### src/logic/odt_defines.vh
// Constants for the termination timing-mode block: times, counts, states.
// Assumes one 25 MHz clock and inclusion by bare name.
`ifndef ODT_DEFINES_VH
`define ODT_DEFINES_VH

// Clock period in picoseconds
`define ODT_CLK_PS 40000
// Asynchronous turn-on / turn-off delays, picoseconds
`define ODT_AONPD_MIN_PS 2000
`define ODT_AONPD_MAX_PS 8500
`define ODT_AOFPD_MIN_PS 2000
`define ODT_AOFPD_MAX_PS 8500

// Command-path-disable and locked power-down exit intervals, cycles
`define ODT_CPDED_CYC 5'h01
`define ODT_XPDLL_CYC 5'h0A

// Latency history depth and widths
`define ODT_HIST_W 32
`define ODT_LAT_W 6
`define ODT_CNT_W 5

// Timing-mode states
`define ODT_ST_SYNC 3'h0
`define ODT_ST_ENTRY 3'h1
`define ODT_ST_ASYNC 3'h2
`define ODT_ST_EXIT 3'h3
`define ODT_ST_PD_SYNC 3'h4

// Reset values
`define ODT_RST_STATE 3'h0
`define ODT_RST_CNT 5'h00
`define ODT_RST_LAST 6'h3F
`endif

### src/logic/odt_async_ctrl.v
// Termination timing-mode control: synchronous or asynchronous RTT response.
// Assumes all inputs are synchronous to clock (the controller's CK).
//
// Notes on behaviour
// - Async timing when DLL frozen in powerdown
// - Async path skips additive latency
// - Async turn-on between 2 and 8.5 ns; rtt_on here rises one 40 ns clock after ODT is sampled
// - Async turn-off between 2 and 8.5 ns; rtt_on here falls one 40 ns clock after ODT is sampled
// - ODT receiver stays on in powerdown
// - Entry window starts WL-1 before CKE low
// - Entry window ends after command-path-disable interval
// - Pending refresh extends the entry window
// - Window start included, end included
// - Rise in window lands between both delays
// - Fall in window lands between both delays
// - Exit window WL-1 before to XPDLL after
// - Entry window: synchronous before, asynchronous after; exit window the reverse
// - Short powerdown merges entry and exit windows
// - Short idle merges exit and entry windows
// - Synchronous latency is WL minus two
`include "odt_defines.vh"

module odt_async_ctrl (
   input wire clock,
   input wire nrst,
   input wire cke,
   input wire odt,
   input wire cmd_rdwr,
   input wire refresh_busy,
   input wire mr0_pd_dll_fast,
   input wire dll_enable,
   input wire [3:0] cwl,
   input wire [4:0] al,
   output reg rtt_on,
   output reg async_mode,
   output reg trans_window,
   output reg change_uncertain,
   output reg rdwr_in_pd,
   output wire cmd_rx_enable,
   output wire odt_rx_enable
);

   ////////////////////////////////////////////////////////////////////////
   // Derived cycle counts

   // Least time rounds up, longest rounds down, never below one cycle
   localparam integer AON_MIN_RAW =
      (`ODT_AONPD_MIN_PS + `ODT_CLK_PS - 1) / `ODT_CLK_PS;
   localparam integer AON_MAX_RAW = `ODT_AONPD_MAX_PS / `ODT_CLK_PS;
   localparam integer AOF_MIN_RAW =
      (`ODT_AOFPD_MIN_PS + `ODT_CLK_PS - 1) / `ODT_CLK_PS;
   localparam integer AOF_MAX_RAW = `ODT_AOFPD_MAX_PS / `ODT_CLK_PS;
   localparam integer AON_MIN_CYC = (AON_MIN_RAW < 1) ? 1 : AON_MIN_RAW;
   localparam integer AON_MAX_CYC = (AON_MAX_RAW < 1) ? 1 : AON_MAX_RAW;
   localparam integer AOF_MIN_CYC = (AOF_MIN_RAW < 1) ? 1 : AOF_MIN_RAW;
   localparam integer AOF_MAX_CYC = (AOF_MAX_RAW < 1) ? 1 : AOF_MAX_RAW;
   // Async tap: the earliest legal cycle, with the turn-on minimum capped at its maximum
   localparam integer ASYNC_CYC =
      (AON_MIN_CYC > AON_MAX_CYC) ? AON_MAX_CYC : AON_MIN_CYC;
   localparam integer ASYNC_TAP =
      (AOF_MIN_CYC > ASYNC_CYC) ? AOF_MIN_CYC - 1 : ASYNC_CYC - 1;

   ////////////////////////////////////////////////////////////////////////
   // Latencies

   wire [`ODT_LAT_W-1:0] wl;
   wire [`ODT_LAT_W-1:0] odtl;
   wire [`ODT_LAT_W-1:0] sync_tap;
   wire [`ODT_LAT_W-1:0] anpd;

   // Write latency includes AL; the async path never sees it
   assign wl = {2'h0, cwl} + {1'h0, al};
   assign odtl = (wl > 6'h02) ? wl - 6'h02 : 6'h01;
   assign sync_tap = odtl - 6'h01;
   assign anpd = (wl > 6'h01) ? wl - 6'h01 : 6'h00;

   ////////////////////////////////////////////////////////////////////////
   // ODT history, one flop per cycle of latency

   wire [`ODT_HIST_W-1:0] hist;
   reg odt_q;

   always @(posedge clock or negedge nrst) begin
      if (!nrst) begin
         odt_q <= 1'b0;
      end else begin
         odt_q <= odt;
      end
   end

   genvar gi;
   generate
      for (gi = 0; gi < `ODT_HIST_W; gi = gi + 1) begin : g_hist
         reg stage;
         // Head flop samples the pin; the rest shift once per cycle
         if (gi == 0) begin : g_head
            always @(posedge clock or negedge nrst) begin
               if (!nrst) begin
                  stage <= 1'b0;
               end else begin
                  stage <= odt;
               end
            end
         end else begin : g_tail
            always @(posedge clock or negedge nrst) begin
               if (!nrst) begin
                  stage <= 1'b0;
               end else begin
                  stage <= hist[gi-1];
               end
            end
         end
         assign hist[gi] = stage;
      end
   endgenerate

   ////////////////////////////////////////////////////////////////////////
   // Cycles since the last ODT level change, saturating

   reg [`ODT_LAT_W-1:0] since_chg;
   wire odt_chg;

   assign odt_chg = odt ^ odt_q;

   always @(posedge clock or negedge nrst) begin
      if (!nrst) begin
         since_chg <= `ODT_RST_LAST;
      end else if (odt_chg) begin
         since_chg <= 6'h00;
      end else if (since_chg != `ODT_RST_LAST) begin
         since_chg <= since_chg + 6'h01;
      end
   end

   ////////////////////////////////////////////////////////////////////////
   // Timing-mode state machine

   reg cke_q;
   reg [2:0] state;
   reg [2:0] next_state;
   reg [`ODT_CNT_W-1:0] cnt;
   reg [`ODT_CNT_W-1:0] next_cnt;
   wire cke_fall;
   wire cke_rise;
   wire frozen;

   assign cke_fall = cke_q & ~cke;
   assign cke_rise = ~cke_q & cke;
   // DLL-on part whose DLL is frozen in precharge powerdown
   assign frozen = dll_enable & ~mr0_pd_dll_fast;

   always @* begin
      next_state = state;
      next_cnt = cnt;
      case (state)
         `ODT_ST_SYNC: begin
            if (cke_fall) begin
               next_state = frozen ? `ODT_ST_ENTRY : `ODT_ST_PD_SYNC;
               next_cnt = 5'h01;
            end
         end
         `ODT_ST_ENTRY: begin
            if (cke_rise) begin
               next_state = `ODT_ST_EXIT;
               next_cnt = 5'h01;
            end else if (cnt <= `ODT_CPDED_CYC) begin
               next_cnt = cnt + 5'h01;
            end else if (!refresh_busy) begin
               next_state = `ODT_ST_ASYNC;
            end
         end
         `ODT_ST_ASYNC: begin
            if (cke_rise) begin
               next_state = `ODT_ST_EXIT;
               next_cnt = 5'h01;
            end
         end
         `ODT_ST_EXIT: begin
            if (cke_fall) begin
               next_state = `ODT_ST_ENTRY;
               next_cnt = 5'h01;
            end else if (cnt <= `ODT_XPDLL_CYC) begin
               next_cnt = cnt + 5'h01;
            end else begin
               next_state = `ODT_ST_SYNC;
            end
         end
         `ODT_ST_PD_SYNC: begin
            if (cke_rise) begin
               next_state = `ODT_ST_SYNC;
            end
         end
         default: begin
            next_state = `ODT_ST_SYNC;
            next_cnt = `ODT_RST_CNT;
         end
      endcase
   end

   // Idle CKE level at reset, so release shows no false fall
   always @(posedge clock or negedge nrst) begin
      if (!nrst) begin
         cke_q <= 1'b1;
      end else begin
         cke_q <= cke;
      end
   end

   // State and window counter registers
   always @(posedge clock or negedge nrst) begin
      if (!nrst) begin
         state <= `ODT_RST_STATE;
      end else begin
         state <= next_state;
      end
   end

   // Window counter; the state machine bounds it
   always @(posedge clock or negedge nrst) begin
      if (!nrst) begin
         cnt <= `ODT_RST_CNT;
      end else begin
         cnt <= next_cnt;
      end
   end

   ////////////////////////////////////////////////////////////////////////
   // Termination output and flags

   wire in_window;
   wire use_async;
   wire late_chg;
   wire next_rtt;
   wire async_level;
   wire sync_level;
   wire in_pd;

   assign in_window = (state == `ODT_ST_ENTRY) || (state == `ODT_ST_EXIT);
   // Windows use the async tap, the later of both minimum delays
   assign use_async = in_window || (state == `ODT_ST_ASYNC);
   // A change WL-1 or fewer cycles before the CKE edge (WL-1 included, edge cycle excluded) is uncertain
   assign late_chg = frozen && (cke_fall || cke_rise) &&
      (since_chg < anpd) && (state != `ODT_ST_PD_SYNC);
   // Async path takes the raw sampled level, no AL
   assign async_level = hist[ASYNC_TAP];
   assign sync_level = hist[sync_tap[4:0]];
   assign next_rtt = use_async ? async_level : sync_level;
   assign in_pd = (state == `ODT_ST_ENTRY) || (state == `ODT_ST_ASYNC) ||
      (state == `ODT_ST_PD_SYNC);

   ////////////////////////////////////////////////////////////////////////
   // Registered outputs

   always @(posedge clock or negedge nrst) begin
      if (!nrst) begin
         rtt_on <= 1'b0;
      end else begin
         rtt_on <= next_rtt;
      end
   end

   // Settled async state only; windows report separately
   always @(posedge clock or negedge nrst) begin
      if (!nrst) begin
         async_mode <= 1'b0;
      end else begin
         async_mode <= (next_state == `ODT_ST_ASYNC);
      end
   end

   always @(posedge clock or negedge nrst) begin
      if (!nrst) begin
         trans_window <= 1'b0;
      end else begin
         trans_window <= (next_state == `ODT_ST_ENTRY) ||
            (next_state == `ODT_ST_EXIT);
      end
   end

   // One-cycle pulse: a change inside a window or just before one
   always @(posedge clock or negedge nrst) begin
      if (!nrst) begin
         change_uncertain <= 1'b0;
      end else begin
         change_uncertain <= late_chg || (in_window && odt_chg);
      end
   end

   always @(posedge clock or negedge nrst) begin
      if (!nrst) begin
         rdwr_in_pd <= 1'b0;
      end else begin
         // Controller is not meant to do this; flag it, ignore it
         rdwr_in_pd <= in_pd & cmd_rdwr;
      end
   end

   ////////////////////////////////////////////////////////////////////////
   // Receiver enables

   // Command receivers may sleep in powerdown; ODT receiver never does
   assign cmd_rx_enable = ~in_pd;
   assign odt_rx_enable = 1'b1;

endmodule // odt_async_ctrl

### config.mk
export PLATFORM = sky130hd
export DESIGN_NAME = odt_async_ctrl
export DESIGN_NICKNAME = d
export VERILOG_FILES = /design/src/logic/odt_async_ctrl.v
export VERILOG_INCLUDE_DIRS = /design/src /design/src/logic
export SDC_FILE = /design/constraint.sdc
export NUM_CORES = 1
export LEC_CHECK = 0
export ABC_AREA = 1
export BUFFER_PORTS_ARGS = -buffer_cell sky130_fd_sc_hd__buf_2
export CELL_PAD_IN_SITES_DETAIL_PLACEMENT = 1
export CELL_PAD_IN_SITES_GLOBAL_PLACEMENT = 2
export CORE_ASPECT_RATIO = 0.9
export CORE_MARGIN = 4
export CORE_UTILIZATION = 36
export DETAILED_ROUTE_END_ITERATION = 7
export PLACE_DENSITY_LB_ADDON = 0.15
export SLEW_MARGIN = 20
export SYNTH_ARGS = -nofsm -noshare
export SYNTH_HDL_FRONTEND = slang
export SYNTH_SLANG_ARGS = --single-unit
### constraint.sdc
create_clock -name clock -period 2.7 [get_ports clock]
set_clock_uncertainty 0.1 [all_clocks]
set_input_delay 0.675 -clock clock [delete_from_list [all_inputs] [get_ports clock]]
set_output_delay 0.675 -clock clock [all_outputs]
set_load 0.02 [all_outputs]
==> results.py <==
metrics = {
    "sta": {
        "period_share_pct": 107,
        "hold_viol_final": 0,
        "drv_slew": 0,
        "setup_viol": 2,
        "hold_slack_ns": 0.175,
        "finalCriticalPeriod_ns": 2.89,
        "grt_setup_unrepaired": "true",
        "clock.fmax_mhz": 346,
        "fin_ws_ns": -0.187,
    },
    "clock_network": {
        "path_clk_slew_ns": 0.10,
        "htree_levels": 2,
        "ctsLongestPathBuffers": 2,
        "cts_made_buffers": 5,
        "cts_root_buf": "clkbuf_8",
        "cts_hold_buffers": 0,
        "cts_tree": "yes",
        "clk_latency_ns": 0.30,
        "clock_sinks": 52,
    },
    "power": {
        "p_per_area_mw_per_mm2": 669,
        "peakVddDrop_mv": 0.325,
        "power_leakage_nw": 1.98,
    },
    "die": {
        "start_util_pct": 37.4,
        "die_area_mm2": 0.00999,
        "core_mm2": 0.00815,
        "io_pins": 24,
        "die_height_um": 95.2,
        "fp-row-count": 31,
        "die-width_um": 105,
    },
    "routing": {
        "detail_route.iter0.violations": 53,
        "vias": 2592,
        "wl_met1_mm": 3.79,
        "top_layer": "met4",
        "wl_met2_mm": 3.42,
        "drtAntennaViolNets": 0,
        "wl_per_cell_um": 13.8,
        "wl_met3_um": 221,
        "routed_via_density": 4.80,
        "drc_errors": 0,
        "routed_wl_mm": 7.47,
        "first_pass_iters": 4,
    },
    "logic_synthesis": {
        "ys.flop_type": "dfrtp_1",
        "synth.area.top_cells": "dfrtp_1 (37%), inv_1 (9.9%), nand3_1 (8.9%), ha_1 (8.6%), nand2_1 (7.4%)",
        "ys_types": 40,
        "syn_inst": 380,
        "synth_nets": 419,
        "postSynthAreaPerCell_um2": 8.01,
        "synth_top_area_cell": "dfrtp_1",
        "yosysSeqAreaShare_pct": 43.0,
        "asyncSetResetFlopFracSynth_pct": 100,
        "synth_edf_count": 0,
        "netlist_area_mm2": 0.00304,
        "synth_seq_cells": 52,
        "yosysTopAreaCellShare_pct": 37.0,
        "yosys_warnings": 0,
    },
    "setup_path": {
        "start_kind": "input port",
        "critical_path_class": "in -> reg",
        "critPathLaunch": "al[0]",
        "crit_chain": "buf_6 > ha_4 > inv_2 > fa_2 > xnor2_2 > inv_2 > ha_4 > a21oi_4 > nand4_1 > xnor2_1 > nand2_1 > ha_4 > nand2_2 > nor2_1 > o21ai_1 > o2111ai_1 > o21ai_1",
        "crit_family": "adder cells",
        "reg2reg_from": "cnt[0]$_DFFE_PN0P_",
        "arrival_ns": 2.97,
        "path_buf_inv": 3,
        "cp_max_fo": 3,
        "crit_top_cell": "ha_4",
        "end_kind": "register",
        "critPathRequiredTime_ns": 2.78,
        "slowest_delay_ns": 0.38,
        "slowest_stage": "fa_2",
    },
    "global_routing": {
        "grtUsageTotal_pct": 16.0,
        "grt_pass1_vias": 2727,
        "antenna_found_initial": 0,
        "grt_pass1_wl_mm": 13.1,
        "grt_max_degree": 29,
        "overflow": 0,
    },
    "finish": {
        "multi_input_area_mm2": 0.00154,
        "antenna_cells": 0,
        "drive_gt1_share_pct": 26.5,
        "final_cell_area_mm2": 0.00382,
        "fin_util_pct": 46.9,
        "area.sequential_mm2": 0.00131,
        "nFillCells": 983,
        "final_nets": 479,
        "synthToLayoutAreaGrowth_pct": 25.4,
    },
    "run_status": {
        "outcome": "complete, but fails checks",
        "violations": "negative setup slack",
    },
    "hold_path": {
        "hp-class": "in -> async",
    },
    "placement": {
        "portBuffers": 22,
        "postPlaceCellArea_mm2": 0.00353,
        "dp_hpwl_mm": 5.67,
        "gp_congestion": 0.806,
    },
    "job": {
        "cap_violations": 0,
    },
}
==> state kept, by name (all words and copies together), names as in the netlist <==
register and cells:
async_level 1, cnt 5, state 3, cke_q 1
trans_window 1, async_mode 1, rtt_on 1, since_chg 6
g_hist.stage 31, rdwr_in_pd 1, change_uncertain 1
==> synthesized netlist by cell type (3+ instances only) <==
cell type  number
o21ai_0        13
ha_1           21
buf_6           4
inv_1          80
xnor2_1         4
nor3_1          5
xor2_1          4
nor2_1         33
nand2_1        60
dfrtp_1        45
a31oi_1         3
nand3_1        54
dfstp_2         7
a21oi_1        12
nand3b_1        6
nand2_2         3
==> per-stage QoR <==
step	cells	power, W	worst slack [ns]	TNS (ns)
2_1_floorplan	380	0.00158	-0.411	-0.794
3_3_place_gp	526	0.00188	-0.687	-1.16
3_5_place_dp	526	0.00190	-0.704	-1.24
4_1_cts	539	0.00257	-0.214	-0.337
5_1_grt	540	0.00277	-0.360	-0.663
6_report	540	0.00255	-0.187	-0.364
==> power breakdown <==
part           internal (W)  switching [W]
Combinational      0.000437       0.000641
Sequential         0.000865      0.0000585
Clock              0.000281       0.000269
==> cell type report <==
type / count / area share, %
multi-input cells: 239 / 40.4
flip-flops and latches: 52 / 34.3
repair buffers: 60 / 10.9
inverters: 82 / 8.26
well taps: 99 / 3.25
clock buffers: 6 / 1.90
clock inverters: 2 / 1.02
==> repair_timing <==
item,4_1_cts,5_1_grt
gates cloned,0,0
hold endpoints to repair,0,0
endpoints found under the setup margin,2,2
pin swaps,30,8
gates resized for setup,26,5
setup buffers,6,1
==> logic make-up after synthesis <==
kind of cell	after synthesis	synth area share [%]
adder cells (fa/ha/maj)	22	9.29
flip-flops	52	43.0
AND/OR/NAND/NOR	170	25.6
XOR/XNOR	8	2.30
other	1	0.123
buffers and inverters	89	12.1
AO/OA/AOI/OAI	38	7.52
==> final timing paths <==
path	end	slack, ns	cells past startpoint
hold / removal	state[2]$_DFF_PN0_	0.18	1
setup reg to reg	cnt[2]$_DFFE_PN0P_	0.43	10
setup / recovery	change_uncertain$_DFF_PN0_	-0.19	17
min in group clock	g_hist[18].stage$_DFF_PN0_	0.28	0
hold reg to reg	g_hist[18].stage$_DFF_PN0_	0.28	0
max in group asynchronous	g_hist[30].stage$_DFF_PN0_	1.62	2
==> placed cells by master (no fill, tap or decap), types with 2 or more instances in the layout <==
| master | instances |
|---|---|
| a21oi_1 | 10 |
| a21oi_4 | 2 |
| a31oi_1 | 3 |
| buf_2 | 20 |
| buf_4 | 36 |
| buf_6 | 4 |
| clkbuf_8 | 5 |
| dfrtp_1 | 45 |
| dfstp_2 | 7 |
| ha_1 | 14 |
| ha_4 | 6 |
| inv_1 | 72 |
| inv_2 | 8 |
| inv_6 | 2 |
| nand2_1 | 58 |
| nand2_2 | 4 |
| nand2_4 | 2 |
| nand3_1 | 45 |
| nand3_2 | 10 |
| nand3b_1 | 6 |
| nor2_1 | 32 |
| nor2_2 | 2 |
| nor3_1 | 5 |
| o21ai_0 | 11 |
| o21ai_1 | 3 |
| o311ai_0 | 2 |
| xnor2_1 | 3 |
| xor2_1 | 2 |
| xor2_2 | 2 |
==> metal layers <==
metal  up-vias  track usage (%)
met5         -                0
met4         0             2.51
met3         4             2.64
met2        31             27.5
met1      1245             21.8
li1       1312                -
Note: power is estimated with default switching activity, not from simulation.
